### src/rtl/gam_defines.svh
/*
 Holds the offsets, field positions, reset values and timing counts of the
 general purpose pin multiplexer.
 Assumes it is included by bare name from the package and the design file.
*/
`ifndef GAM_DEFINES_SVH
`define GAM_DEFINES_SVH

`define GAM_NPIN          9
`define GAM_CLK_MHZ       50
// Register offsets on the control port
`define GAM_OFF_SEL_LO    4'h0
`define GAM_OFF_SEL_HI    4'h1
`define GAM_OFF_OUT       4'h2
`define GAM_OFF_OE        4'h3
`define GAM_OFF_IN        4'h4
`define GAM_OFF_FO_EN     4'h5
`define GAM_OFF_STATUS    4'h6
`define GAM_OFF_MASK      4'h7
`define GAM_OFF_STRAP     4'h8
`define GAM_OFF_PRST      4'h9
// Status bit positions
`define GAM_ST_FO0        0
`define GAM_ST_FO3        3
`define GAM_ST_EXP        4
`define GAM_ST_PRST0      5
`define GAM_ST_W          9
// Reset values
`define GAM_RST_SEL       18'h00000
`define GAM_RST_OUT       9'h1FF
`define GAM_RST_OE        9'h000
`define GAM_RST_FO_EN     4'h0
`define GAM_RST_MASK      9'h000
`define GAM_RST_PRST      4'h0
// Timing counts
`define GAM_STRAP_WAIT    2'h2

`endif

### src/rtl/gam_pkg.sv
/*
 Types shared by the pin multiplexer.
 Assumes gam_defines.svh is on the include path.
*/
package gam_pkg;
   `include "gam_defines.svh"

   typedef enum logic [1:0] {
      GAM_FN_GPIO = 2'b00,
      GAM_FN_ALT1 = 2'b01,
      GAM_FN_ALT2 = 2'b10,
      GAM_FN_RSVD = 2'b11
   } gam_fn_e;

   typedef logic [3:0] gam_addr_t;
   typedef logic [31:0] gam_data_t;
endpackage

### src/rtl/gam_pin_mux.sv
/*
 Pin multiplexer for nine general purpose pins with partition reset,
 failover, hot-plug, expander interrupt and link status alternates, plus
 strap capture, a small register port and one interrupt.
 Assumes pins are resolved outside: a pin is driven low-true enable,
 pin_oe_n low while driven. Straps are static after reset release.
*/
// Local design decisions: the plain strobed port and the register addresses.
// How it works
// - Unselected pins act as software GPIO
// - Pins 0-3 alt1 bidirectional partition resets
// - Failover event on either edge when enabled
// - Failover 0,1,2,3 from pins 4,6,7,6alt2
// - Link-up outputs on pins 0,2,4,7
// - Link-active outputs on pins 1,3,5,8
// - Pin 5 alt1 drives hot-plug event output
// - Four stack straps set their stack configuration
// - Two-bit strap sets port clocking mode
`timescale 1ns/1ps
`include "gam_defines.svh"

module gam_pin_mux
   import gam_pkg::*;
(
   // Clock and reset
   input  wire logic                  clk,
   input  wire logic                  sys_rst,
   // Register port
   input  wire gam_pkg::gam_addr_t    reg_addr,
   input  wire gam_pkg::gam_data_t    reg_wdata,
   input  wire logic                  reg_wr,
   input  wire logic                  reg_rd,
   output logic [31:0]                reg_rdata,
   // Pins
   input  wire logic [8:0]            pin_in,
   output logic [8:0]                 pin_out,
   output logic [8:0]                 pin_oe_n,
   // Link state, true when up or active
   input  wire logic [3:0]            link_up,
   input  wire logic [3:0]            link_active,
   // Hot-plug event source, active low
   input  wire logic                  hotplug_event_out_n,
   // Straps
   input  wire logic [3:0]            stack_config_strap,
   input  wire logic [1:0]            port_clocking_select,
   input  wire logic                  refclk_freq_select,
   input  wire logic [3:0]            switch_operating_strap,
   // Results
   output logic [3:0]                 partition_reset,
   output logic [3:0]                 redundancy_event,
   output logic [3:0]                 stack_config,
   output logic [1:0]                 port_clock_mode,
   output logic                       refclk_is_125,
   output logic [3:0]                 switch_mode,
   output logic                       irq
);
   import gam_pkg::*;

   logic [17:0] sel_q, sel_d;
   logic [8:0]  out_q, out_d, oe_q, oe_d, mask_q, mask_d;
   logic [8:0]  st_q, st_d;
   logic [3:0]  foen_q, foen_d, prst_q, prst_d;
   logic [8:0]  s1_q, s2_q, s3_q;
   logic        cap_q;
   logic [1:0]  wait_q;
   logic [10:0] strap_q, strp1_q, strp2_q;
   logic [31:0] rdata_q, rdata_d;
   logic [3:0]  fo_lvl, fo_prev, fo_edge;
   logic [3:0]  prst_in, prst_prev, prst_edge;
   logic [8:0]  fn_alt1, fn_alt2;
   logic        exp_ev;

   // Port order for link status: 16, 4, 0, 8 on pin pairs 0/1 .. 7/8
   always_comb begin
      for (int i = 0; i < `GAM_NPIN; i++) begin
         fn_alt1[i] = (gam_fn_e'(sel_q[2*i +: 2]) == GAM_FN_ALT1);
         fn_alt2[i] = (gam_fn_e'(sel_q[2*i +: 2]) == GAM_FN_ALT2);
      end
   end

   // Pin synchroniser, s3 holds the previous stable sample
   always_ff @(posedge clk or posedge sys_rst) begin
      if (sys_rst) begin
         s1_q <= 9'h1FF;
         s2_q <= 9'h1FF;
         s3_q <= 9'h1FF;
      end else begin
         s1_q <= pin_in;
         s2_q <= s1_q;
         s3_q <= s2_q;
      end
   end

   always_comb begin
      fo_lvl  = {s2_q[6], s2_q[7], s2_q[6], s2_q[4]};
      fo_prev = {s3_q[6], s3_q[7], s3_q[6], s3_q[4]};
      fo_edge[0] = fn_alt1[4] && foen_q[0] && (fo_lvl[0] != fo_prev[0]);
      fo_edge[1] = fn_alt1[6] && foen_q[1] && (fo_lvl[1] != fo_prev[1]);
      fo_edge[2] = fn_alt1[7] && foen_q[2] && (fo_lvl[2] != fo_prev[2]);
      fo_edge[3] = fn_alt2[6] && foen_q[3] && (fo_lvl[3] != fo_prev[3]);
      exp_ev = fn_alt1[8] && !s2_q[8] && s3_q[8];
      for (int p = 0; p < 4; p++) begin
         prst_in[p]   = fn_alt1[p] && !s2_q[p];
         prst_prev[p] = fn_alt1[p] && !s3_q[p];
         prst_edge[p] = prst_in[p] && !prst_prev[p];
      end
   end

   // Pin drive
   always_comb begin
      for (int i = 0; i < `GAM_NPIN; i++) begin
         pin_out[i]  = out_q[i];
         pin_oe_n[i] = !oe_q[i];
         // Reserved code releases the pin as well
         if (gam_fn_e'(sel_q[2*i +: 2]) != GAM_FN_GPIO) begin
            pin_out[i]  = 1'b1;
            pin_oe_n[i] = 1'b1;
         end
      end
      for (int p = 0; p < 4; p++) begin
         if (fn_alt1[p]) begin
            pin_out[p]  = 1'b0;
            pin_oe_n[p] = !prst_q[p];
         end
         if (p < 3 && fn_alt2[2*p]) begin
            pin_out[2*p]  = !link_up[p];
            pin_oe_n[2*p] = 1'b0;
         end
         if (p < 3 && fn_alt2[2*p+1]) begin
            pin_out[2*p+1]  = !link_active[p];
            pin_oe_n[2*p+1] = 1'b0;
         end
      end
      if (fn_alt1[5]) begin
         pin_out[5]  = hotplug_event_out_n;
         pin_oe_n[5] = 1'b0;
      end
      if (fn_alt2[7]) begin
         pin_out[7]  = !link_up[3];
         pin_oe_n[7] = 1'b0;
      end
      if (fn_alt2[8]) begin
         pin_out[8]  = !link_active[3];
         pin_oe_n[8] = 1'b0;
      end
   end

   // Registers
   always_comb begin
      sel_d   = sel_q;
      out_d   = out_q;
      oe_d    = oe_q;
      mask_d  = mask_q;
      foen_d  = foen_q;
      prst_d  = prst_q;
      st_d    = st_q;
      rdata_d = 32'h00000000;
      if (reg_wr) begin
         unique case (reg_addr)
            `GAM_OFF_SEL_LO: sel_d[8:0]  = reg_wdata[8:0];
            `GAM_OFF_SEL_HI: sel_d[17:9] = reg_wdata[8:0];
            `GAM_OFF_OUT:    out_d  = reg_wdata[8:0];
            `GAM_OFF_OE:     oe_d   = reg_wdata[8:0];
            `GAM_OFF_FO_EN:  foen_d = reg_wdata[3:0];
            `GAM_OFF_STATUS: st_d   = st_q & ~reg_wdata[8:0];
            `GAM_OFF_MASK:   mask_d = reg_wdata[8:0];
            `GAM_OFF_PRST:   prst_d = reg_wdata[3:0];
            default: ;
         endcase
      end
      // Set wins over a clear in the same cycle
      st_d[`GAM_ST_FO3:`GAM_ST_FO0] = st_d[`GAM_ST_FO3:`GAM_ST_FO0] | fo_edge;
      st_d[`GAM_ST_EXP] = st_d[`GAM_ST_EXP] | exp_ev;
      st_d[8:`GAM_ST_PRST0] = st_d[8:`GAM_ST_PRST0] |
                              prst_edge;
      if (reg_rd) begin
         unique case (reg_addr)
            `GAM_OFF_SEL_LO: rdata_d = {23'h0, sel_q[8:0]};
            `GAM_OFF_SEL_HI: rdata_d = {23'h0, sel_q[17:9]};
            `GAM_OFF_OUT:    rdata_d = {23'h0, out_q};
            `GAM_OFF_OE:     rdata_d = {23'h0, oe_q};
            `GAM_OFF_IN:     rdata_d = {23'h0, s2_q};
            `GAM_OFF_FO_EN:  rdata_d = {28'h0, foen_q};
            `GAM_OFF_STATUS: rdata_d = {23'h0, st_q};
            `GAM_OFF_MASK:   rdata_d = {23'h0, mask_q};
            `GAM_OFF_STRAP:  rdata_d = {21'h0, strap_q};
            `GAM_OFF_PRST:   rdata_d = {28'h0, prst_q};
            default:         rdata_d = 32'h00000000;
         endcase
      end
   end

   always_ff @(posedge clk or posedge sys_rst) begin
      if (sys_rst) begin
         sel_q   <= `GAM_RST_SEL;
         out_q   <= `GAM_RST_OUT;
         oe_q    <= `GAM_RST_OE;
         mask_q  <= `GAM_RST_MASK;
         foen_q  <= `GAM_RST_FO_EN;
         prst_q  <= `GAM_RST_PRST;
         st_q    <= 9'h000;
         rdata_q <= 32'h00000000;
      end else begin
         sel_q   <= sel_d;
         out_q   <= out_d;
         oe_q    <= oe_d;
         mask_q  <= mask_d;
         foen_q  <= foen_d;
         prst_q  <= prst_d;
         st_q    <= st_d;
         rdata_q <= rdata_d;
      end
   end

   // Strap pins pass two flops before anything reads them
   always_ff @(posedge clk or posedge sys_rst) begin
      if (sys_rst) begin
         strp1_q <= 11'h000;
         strp2_q <= 11'h000;
      end else begin
         strp1_q <= {switch_operating_strap, refclk_freq_select,
                     port_clocking_select, stack_config_strap};
         strp2_q <= strp1_q;
      end
   end

   // Straps caught once, after the synchroniser has filled
   always_ff @(posedge clk or posedge sys_rst) begin
      if (sys_rst) begin
         wait_q  <= 2'h0;
         cap_q   <= 1'b0;
         strap_q <= 11'h000;
      end else if (!cap_q) begin
         if (wait_q == `GAM_STRAP_WAIT) begin
            cap_q   <= 1'b1;
            strap_q <= strp2_q;
         end else begin
            wait_q  <= wait_q + 2'h1;
         end
      end
   end

   always_comb begin
      reg_rdata        = rdata_q;
      stack_config     = strap_q[3:0];
      port_clock_mode  = strap_q[5:4];
      refclk_is_125    = strap_q[6];
      switch_mode      = strap_q[10:7];
      partition_reset  = prst_in | (prst_q & fn_alt1[3:0]);
      redundancy_event = fo_edge;
      irq              = |(st_q & mask_q);
   end

   a_fo_edge_evt: assert property (@(posedge clk) disable iff (sys_rst)
      (fn_alt1[4] && foen_q[0] && s2_q[4] != s3_q[4]) |-> ##1 st_q[0])
      else $error("failover 0 edge not recorded");
   a_fo_disabled: assert property (@(posedge clk) disable iff (sys_rst)
      !foen_q[1] |-> !redundancy_event[1])
      else $error("failover 1 event while disabled");
   a_fo3_map: assert property (@(posedge clk) disable iff (sys_rst)
      redundancy_event[3] |-> (fn_alt2[6] && $changed(s2_q[6])))
      else $error("failover 3 not from pin 6");
   a_link_up_pin: assert property (@(posedge clk) disable iff (sys_rst)
      fn_alt2[0] |-> (pin_out[0] == !link_up[0] && !pin_oe_n[0]))
      else $error("port 16 link up wrong");
   a_link_act_pin: assert property (@(posedge clk) disable iff (sys_rst)
      fn_alt2[8] |-> (pin_out[8] == !link_active[3] && !pin_oe_n[8]))
      else $error("port 8 link active wrong");
   a_hotplug_pin: assert property (@(posedge clk) disable iff (sys_rst)
      fn_alt1[5] |-> (pin_out[5] == hotplug_event_out_n && !pin_oe_n[5]))
      else $error("hot-plug output wrong");
   a_exp_input: assert property (@(posedge clk) disable iff (sys_rst)
      fn_alt1[8] |-> pin_oe_n[8])
      else $error("expander pin driven");
   a_prst_in: assert property (@(posedge clk) disable iff (sys_rst)
      (fn_alt1[2] && $fell(s2_q[2])) |-> partition_reset[2] ##1 st_q[7])
      else $error("partition 2 reset missed");
   a_gpio_drive: assert property (@(posedge clk) disable iff (sys_rst)
      (sel_q[13:12] == 2'b00) |-> (pin_oe_n[6] == !oe_q[6]
         && pin_out[6] == out_q[6]))
      else $error("gpio 6 drive wrong");
   a_strap_hold: assert property (@(posedge clk) disable iff (sys_rst)
      $past(cap_q) |-> $stable(switch_mode) && $stable(stack_config))
      else $error("strap changed after capture");
   a_fo3_input: assert property (@(posedge clk) disable iff (sys_rst)
      fn_alt2[6] |-> pin_oe_n[6])
      else $error("failover 3 pin driven");
   a_prst_force: assert property (@(posedge clk) disable iff (sys_rst)
      (fn_alt1[3] && prst_q[3]) |-> (!pin_oe_n[3] && !pin_out[3]
         && partition_reset[3]))
      else $error("partition 3 force not driven");
   a_irq_level: assert property (@(posedge clk) disable iff (sys_rst)
      (st_q[4] && mask_q[4]) |-> irq)
      else $error("interrupt not raised");
   a_rsvd_release: assert property (@(posedge clk) disable iff (sys_rst)
      (sel_q[9:8] == 2'b11) |-> (pin_oe_n[4] && pin_out[4]))
      else $error("reserved pin 4 driven");
   a_exp_status: assert property (@(posedge clk) disable iff (sys_rst)
      (fn_alt1[8] && $fell(s2_q[8])) |-> ##1 st_q[4])
      else $error("expander edge not recorded");
endmodule

### config.mk
export PLATFORM = sky130hd
export DESIGN_NAME = gam_pin_mux
export DESIGN_NICKNAME = d
export VERILOG_FILES = /design/src/rtl/gam_pkg.sv /design/src/rtl/gam_pin_mux.sv
export VERILOG_INCLUDE_DIRS = /design/src /design/src/rtl
export SDC_FILE = /design/constraint.sdc
export NUM_CORES = 1
export LEC_CHECK = 0
export BUFFER_PORTS_ARGS = -buffer_cell sky130_fd_sc_hd__buf_2
export CAP_MARGIN = 10
export CORE_ASPECT_RATIO = 2
export CORE_MARGIN = 3
export CORE_UTILIZATION = 48
export DETAILED_ROUTE_END_ITERATION = 10
export PLACE_DENSITY_LB_ADDON = 0.3
export SYNTH_ARGS = -nofsm -noshare
export SYNTH_HDL_FRONTEND = slang
export SYNTH_SLANG_ARGS = --single-unit
### constraint.sdc
create_clock -name clk -period 4.02 [get_ports clk]
set_input_delay 0.402 -clock clk [delete_from_list [all_inputs] [get_ports clk]]
set_output_delay 0.402 -clock clk [all_outputs]
set_load 0.005 [all_outputs]
-- Yosys cells after proc, flatten, opt, wreduce, memory -nomap -nowiden
Cells that the tools add are included.
- register bits: 157
- bits of input ports: 69
- output and inout bits: 70
- logic and storage cells: 185
- add/subtract/negate cells: 1
- eq/ne operators: 31
- mux-type cells: 50
- bitwise gates (word level): 10
- reduce and logical (&&, ||, !) cells: 76
- operators with widths (cell ; number):
    11-bit case mux with 10 select lines ; 1
    1-bit 2-to-1 mux ; 46
    1-bit zero test ; 34
    1-bit logical AND ; 22
    2-bit equality test, second input constant ; 10
    9-bit AND ; 2
    2-bit by 1-bit equality test with 1-bit output, second input constant ; 9
    9-bit 2-to-1 mux ; 2
    2-bit AND reduction ; 9
    2-bit nonzero test ; 9
    4-bit by 3-bit equality test with 1-bit output, second input constant ; 4
    4-bit OR ; 3
    11-bit 2-to-1 mux ; 1
    9-bit inverter ; 1
    9-bit OR reduction ; 1
    4-bit by 2-bit equality test with 1-bit output, second input constant ; 2
    4-bit equality test, second input constant ; 2
    4-bit AND ; 1
    4-bit by 1-bit equality test with 1-bit output, second input constant ; 1
    4-bit zero test ; 1
    1-bit != test ; 3
    2-bit by 1-bit adder with 2-bit output, second input constant ; 1
    1-bit inverter ; 2
    1-bit OR ; 1

-- Depth between registers and ports, before layout
Gate-level depths: netlist (run 1).
- depth in word-level cells: 5
- mapped depth: 7
- depth with buffers taken out: 5

-- Worst setup path before layout (run 1)
OpenSTA, ideal clock, no wires.
- kind: input to register
- from: input port reg_addr[2]
- to: register oe_q[0]
- setup time: 125 ps
- data arrival time: 1397 ps
- required time: 3895 ps
- slack: 2499 ps
- cell stages on the path: 5
- path buffers: 1
- cells stage by stage: buf_2 -> nor2_4 -> nand2_1 -> nor2_4 -> mux2_2
- word-level cells in the longest chain between the ends: 2
- ends and longest elaborated chain (element ; line ; source):
    from (decl) ; gam_pin_mux.sv:29 ; input wire gam_pkg::gam_addr_t reg_addr,
    4-bit by 2-bit equality test with 1-bit output ; gam_pin_mux.sv:159 ; unique case (reg_addr)
    2-bit AND reduction (no source line) ; n/a ;
    to (signal assigned) ; gam_pin_mux.sv:197 ; oe_q <= `GAM_RST_OE;
    to (decl) ; gam_pin_mux.sv:60 ; logic [8:0] out_q, out_d, oe_q, oe_d, mask_q, mask_d;
No other way between the ends.
A chain may end at the register's enable or synchronous reset.

-- Worst setup path in the final report (run 1)
- from: register st_q[2]
- to: output port irq
- word-level cells in the longest chain between the ends: 2
- ends and longest elaborated chain (element ; line ; source):
    from (decl) ; gam_pin_mux.sv:61 ; logic [8:0] st_q, st_d;
    from (signal assigned) ; gam_pin_mux.sv:210 ; st_q <= st_d;
    9-bit AND ; gam_pin_mux.sv:251 ; irq = |(st_q & mask_q);
    9-bit OR reduction ; gam_pin_mux.sv:251 ;
    to (decl) ; gam_pin_mux.sv:55 ; output logic irq
No other way between the ends.

==> results of run 1 <==
-- synth_stat cells, types with 3 or more instances --
| library cell | n |
|---|---|
| o22a_1 | 3 |
| dfstp_2 | 35 |
| a32oi_1 | 5 |
| inv_1 | 12 |
| a22o_1 | 6 |
| buf_6 | 4 |
| dfrtp_1 | 100 |
| nor2_4 | 4 |
| nand3_2 | 3 |
| a222oi_1 | 3 |
| nor2b_1 | 9 |
| o21bai_1 | 3 |
| o22ai_1 | 3 |
| a21o_1 | 5 |
| a22oi_1 | 8 |
| buf_2 | 8 |
| buf_4 | 24 |
| nand2b_1 | 12 |
| nand2_1 | 32 |
| xnor2_1 | 4 |
| nor2_1 | 8 |
| o21ai_0 | 16 |
| mux2i_1 | 10 |
| o2bb2ai_1 | 4 |
| nor3_1 | 5 |
| o31ai_1 | 4 |
| and3_1 | 3 |
| mux2_2 | 55 |
| a32o_1 | 4 |
| a31oi_1 | 7 |
| mux2_1 | 6 |
| and3b_1 | 4 |
| a21oi_1 | 17 |
-- path summary, 6_finish.rpt --
path | start | end | slack (ns) | depth (start not counted)
min in group asynchronous | sys_rst | strp1_q[3] | 0.20 | 2
worst min register to register | strp1_q[3] | strp2_q[3] | 0.35 | 0
worst max-delay path | st_q[2] | irq | 1.58 | 4
max in group asynchronous | sys_rst | out_q[4] | 2.96 | 3
worst max register to register | wait_q[0] | strap_q[0] | 2.13 | 4
worst min-delay path | pin_in[5] | s1_q[5] | 0.08 | 1
-- layer usage --
| metal | wire (um) | part of all wire |
|---|---|---|
| met3 | 1030 | 0.069 |
| met1 | 5200 | 0.35 |
| met4 | 1180 | 0.079 |
| met5 | 0 | 0 |
| met2 | 7560 | 0.50 |
-- per-stage QoR --
stage,utilization,hold slack (ns),instances,worst slack [ns],power (mW)
2_1_floorplan,-,0.331,480,0.0648,2.13
3_3_place_gp,0.538,0.332,682,1.62,2.37
3_5_place_dp,0.538,0.335,682,1.59,2.40
4_1_cts,0.592,0.0615,714,1.74,4.06
5_1_grt,0.592,0.0586,714,1.51,4.21
6_report,0.592,0.0752,715,1.58,4.04
-- cells in the final DEF (no fill, tap or decap), types with 6 or more instances in the layout --
master     netlist  routed
dfstp_2         35      35
a31oi_1          7       7
buf_2            8      94
a21oi_1         17      17
inv_1           12      11
dfrtp_1        100     100
mux2_1           6       6
nor2_1           8       8
nand2_1         32      32
conb_1           1      21
o21ai_0         16      16
clkbuf_16        0      17
mux2i_1         10      10
a22oi_1          8       8
nand2b_1        12      12
a22o_1           6       6
mux2_2          55      55
nor2b_1          9       9
-- critical path: cells and delay by family, from the launching register on --
kind                   cells  cell delay [ns]
buffers and inverters      1             0.18
AO/OA/AOI/OAI              2             0.76
flip-flops                 1             0.45
AND/OR/NAND/NOR            1             0.23
-- power groups by stage --
stage / clock network, mW / logic [mW] / registers, mW
global route: 1.75 / 0.639 / 1.82
floorplan: 0 / 0.406 / 1.72
CTS: 1.68 / 0.581 / 1.80
detailed placement: 0 / 0.577 / 1.82
finish: 1.66 / 0.579 / 1.81
global placement: 0 / 0.560 / 1.81
-- registers in the layout, summed over array words and instances, names as in the netlist --
name	count
cap_q	1
foen_q	4
mask_q	9
oe_q	9
out_q	9
prst_q	4
reg_rdata	11
s1_q	9
s2_q	9
s3_q	8
sel_q	18
st_q	9
strap_q	11
strp1_q	11
strp2_q	11
wait_q	2
-- cell type report --
| class | count | area, sq um | area share |
|---|---|---|---|
| diodes | 1 | 2.50 | 0.000357 |
| clock buffers | 21 | 470 | 0.0671 |
| clock inverters | 11 | 170 | 0.0243 |
| inverters | 12 | 47.5 | 0.00678 |
| multi-input cells | 295 | 2230 | 0.318 |
| flip-flops and latches | 135 | 3420 | 0.488 |
| well taps | 145 | 181 | 0.0259 |
| repair buffers | 95 | 490 | 0.0699 |
-- cell families (layout without fill, tap and decap cells) --
group           after synthesis  after routing  synth area share
flops                       135            135             0.581
xor+xnor                      4              4           0.00594
simple gates                100            100             0.100
other cells                   1             22          0.000636
fa+ha+maj                     1              1           0.00212
mux                          73             73             0.141
compound gates               96             96             0.115
buf+inv                      50            139            0.0539
==> impl_metrics.tcl, run 1 <==
set metrics [dict create \
    path_class "reg -> out" \
    routed_via_density 5.82 \
    fin_setup_tns_ns 0 \
    synth-main-ff-cell "dfrtp_1" \
    post-route-drc-count 0 \
    wire_per_inst_um 20.9 \
    synth_area_sq_um 5890 \
    power.internal_mw 2.97 \
    crit_chain "a22o_1, a221oi_1, nand3_1, buf_2" \
    critPathCaptureType "output pin" \
    io_pins 139 \
    critPathArrivalTime_ns 2.04 \
    relSlewSlack 0.346 \
    ctsHoldBuffers 0 \
    ctsResizeCount 0 \
    swShare 0.266 \
    rows 56 \
    synth_edf_count 0 \
    p_switching_mw 1.07 \
    finalClockSkew_ns 0.00636 \
    grt_util_met3 0.0608 \
    worst_slew_pin_slew_ns 0.978 \
    irDropWorstVdd_uv 347 \
    status "finished, final reports clean" \
    root_buffer "clkbuf_16" \
    cts_max_level 4 \
    period_minus_slack_ns 2.44 \
    cts_made_buffers 17 \
    post-route-period-util 0.607 \
    syn_inst 460 \
    drt_iter0_markers 451 \
    grt-busiest-layer "met2" \
    p_leak_nw 3.14 \
    syn_to_final_growth_pct 19.0 \
    critPathMaxStageDelay_ns 0.53 \
    grt-ovfl-total 0 \
    seq_area_frac_synth 0.581 \
    first_global_vias 4190 \
    cts_sinks 135 \
    ys_warn_count 0 \
    rsz0062_at_grt "no" \
    ant_nets 0 \
    critical_path_required_ns 3.62 \
    nNetsFinal 626 \
    drive_above_1_share 0.409 \
    port-buffer-count 94 \
    p_clk_frac 0.410 \
    synth_top_area_share 0.425 \
    synthTopCellsByArea "dfrtp_1 42%, dfstp_2 16%, mux2_2 11%" \
    power.density_nw_per_um2 577 \
    insertion_delay_ns 0.42 \
    via_count 4158 \
    maxCapViolCount 0 \
    dpl_cell_area_sq_um 6370 \
    critPathSlowestCell "a221oi_1" \
    clockBufferDepth 2 \
    die_y_um 163 \
    die_w_um 84.4 \
    path_clk_slew_ns 0.06 \
    drt_wl_total_um 15000 \
    hp-class "in -> reg" \
    ys_async_sr_fraction 1.00 \
    grt_max_degree 77 \
    hold_viol 0 \
    grt_use_met2 0.375 \
    fmax_mhz 410 \
    p_seq_frac 0.447 \
    crit_fanout 3 \
    ys_ff_latch 135 \
    avgSynthCellArea_sq_um 12.8 \
    use_met1 0.247 \
    core-area_sq_um 11800 \
    setup_viol 0 \
    tritoncts "yes" \
    yosysTopAreaCell "dfrtp_1" \
    yosysUniqueCellTypes 59 \
    fin_area_sq_um 7010 \
    hpwl_um 10600 \
    die_area_sq_um 13700 \
    start_kind "register" \
    slew_violations 0 \
    initial_utilization 0.498 \
    antenna_found_initial 0 \
    fillers 983 \
    power.share.combinational 0.143 \
    first_pass_iters 5 \
    gp_congestion 0.925 \
    cts_setup_buffers 0 \
    grtUsageTotal 0.228 \
    grt_pass1_wl_um 23200 \
]
Note: power is estimated with default switching activity, not from simulation.
==> run 2: changes to the inputs <==
CORE_UTILIZATION = 54   (was 48)
clock period = 2.5 ns   (was 4.02 ns; I/O delays follow)
==> run 2 against run 1 <==
  * The flow now finishes with violations (negative hold slack)
  * Sequential share of layout area shrank 1.2 points
  * Critical path type unchanged
  * Sequential cell count is the same
  * Register-to-register slack lost 1.1 ns
  * Wire length grew 3.6%
  * Clock skew grew 0.0024 ns
  * Highest routed layer unchanged
  * Core utilization grew 8.5 points
  * Largest cell class unchanged
  * Critical endpoint unchanged
  * Final cell count grew 2.2%
  * Total power grew 56%
==> impl_metrics.tcl, run 2 (same netlist as run 1, synthesis figures left out) <==
set metrics [dict create \
    grt-busiest-layer "met2" \
    fillers 813 \
    layout_commonest_cell "dfrtp_1" \
    first_global_vias 4392 \
    period_minus_slack_ns 2.23 \
    worst_slack_ns 0.274 \
    initial_utilization 0.555 \
    critPathArrivalTime_ns 1.98 \
    relSlewSlack 0.524 \
    port-buffer-count 94 \
    grt_use_met2 0.465 \
    use_met1 0.309 \
    rrSetupSlack_ns 1.06 \
    fmax_mhz 449 \
    irDropWorstVdd_uv 772 \
    tritoncts "yes" \
    nNetsFinal 651 \
    critPathCaptureType "output pin" \
    crit_fanout 3 \
    syn_to_final_growth_pct 21.9 \
    largest-register "sel_q" \
    routed_via_density 5.84 \
    status "finished with violations" \
    maxCapViolCount 0 \
    seqCellArea_sq_um 3420 \
    ctsHoldBuffers 20 \
    cp_top_family "compound AO/OA/AOI/OAI gates" \
    core-area_sq_um 10600 \
    critPathMaxStageDelay_ns 0.52 \
    antenna_found_initial 0 \
    die_y_um 154 \
    critPathSlowestCell "a221oi_1" \
    start_kind "register" \
    largest_reg_flops 18 \
    path_class "reg -> out" \
    fin_setup_tns_ns 0 \
    cts_made_buffers 17 \
    path_clk_slew_ns 0.06 \
    power.internal_mw 4.46 \
    post-place-ws_ns 0.516 \
    clockBufferDepth 2 \
    die_area_sq_um 12300 \
    antenna-diode-count 0 \
    ctsResizeCount 0 \
    p_seq_frac 0.458 \
    drt_iter0_markers 320 \
    power.share.combinational 0.152 \
    wire_per_inst_um 21.2 \
    power.density_nw_per_um2 879 \
    slew_violations 0 \
    io_pins 139 \
    grtUsageTotal 0.270 \
    drive_above_1_share 0.402 \
    cts_max_level 4 \
    rr_endpoint "reg_rdata[7]" \
    r2r_start "out_q[7]" \
    cts_sinks 135 \
    setup_viol 0 \
    p_clk_frac 0.390 \
    multi_input_area_sq_um 2230 \
    grt_util_met3 0.0615 \
    hpwl_um 10800 \
    rows 53 \
    die_w_um 79.9 \
    drt_wl_total_um 15500 \
    via_count 4266 \
    holdWs_ns -0.00268 \
    hold_viol 1 \
    final_cell_mix "100 x dfrtp_1, 94 x buf_2, 55 x mux2_2" \
    p_leak_nw 3.21 \
    insertion_delay_ns 0.42 \
    post-route-drc-count 0 \
    rsz0062_at_grt "no" \
    grt_pass1_wl_um 24300 \
    failed_checks "negative hold slack" \
    swShare 0.294 \
    finalClockSkew_ns 0.00873 \
    root_buffer "clkbuf_16" \
    post-route-period-util 0.890 \
    hp-class "in -> async" \
    reg2regPathDepth 4 \
    grt-ovfl-total 0 \
    p_switching_mw 1.85 \
    ant_nets 0 \
    first_pass_iters 5 \
    critical_path_required_ns 2.25 \
    grt_max_degree 136 \
    gp_congestion 0.907 \
    crit_chain "a22o_1, a221oi_1, nand3_1, buf_2" \
    worst_slew_pin_slew_ns 0.713 \
    cts_setup_buffers 0 \
    cp.buffers_inverters 1 \
]
run 2: cell count changes in the layout (fill, tap and decap cells not counted):
cell,change
clkinv_2,-2
buf_4,+5
diode_2,-1
clkinvlp_4,+1
dlygate4sd3_1,+20
bufinv_16,-3
inv_8,+4
inv_6,+3
clkinv_4,+2
inv_4,-1
clkbuf_1,-1
clkbuf_8,-3
run 2: tightest hold or removal path, cell delays in order:
cell	delay, ns
buf_2	0.11
clkinvlp_4	0.07
buf_12	0.47
run 2: stage by stage:
step / instances / instance area (sq um) / utilization / power [mW]
after floorplan: 480 / 5970 / - / 3.42
after global placement: 679 / 6400 / 0.603 / 3.80
after detailed placement: 679 / 6400 / 0.603 / 3.84
after CTS: 731 / 7180 / 0.677 / 6.34
after global routing: 731 / 7180 / 0.677 / 6.58
final: 731 / 7180 / 0.677 / 6.31
run 2: cell type report:
class,count,area share
well taps,137,0.0239
inverters,12,0.00679
repair buffers,120,0.101
clock buffers,17,0.0592
clock inverters,15,0.0221
flip-flops and latches,135,0.476
multi-input cells,295,0.310
run 2: how the worst max path moves through the flow:
stage,startpoint,to,slack (ns),cells past startpoint
6_report,st_q[5],irq,0.27,4
5_1_grt,st_q[5],irq,0.33,4
4_1_cts,st_q[5],irq,0.38,4
3_5_place_dp,reg_addr[0],foen_q[0],0.52,5
3_3_place_gp,reg_addr[0],foen_q[0],0.56,5
2_1_floorplan,sys_rst,cap_q,0.60,1
run 2: power by group through the flow:
stage	Clock (mW)	Combinational (mW)	Sequential (mW)
2_1_floorplan	0	0.653	2.77
3_3_place_gp	0	0.901	2.90
3_5_place_dp	0	0.926	2.92
4_1_cts	2.49	0.958	2.88
5_1_grt	2.61	1.05	2.92
6_report	2.46	0.959	2.89
run 2: per-layer routing:
metal,part of all wire,wire length (um)
met1,0.36,5590
met2,0.53,8300
met3,0.062,954
met4,0.043,672
met5,0,0
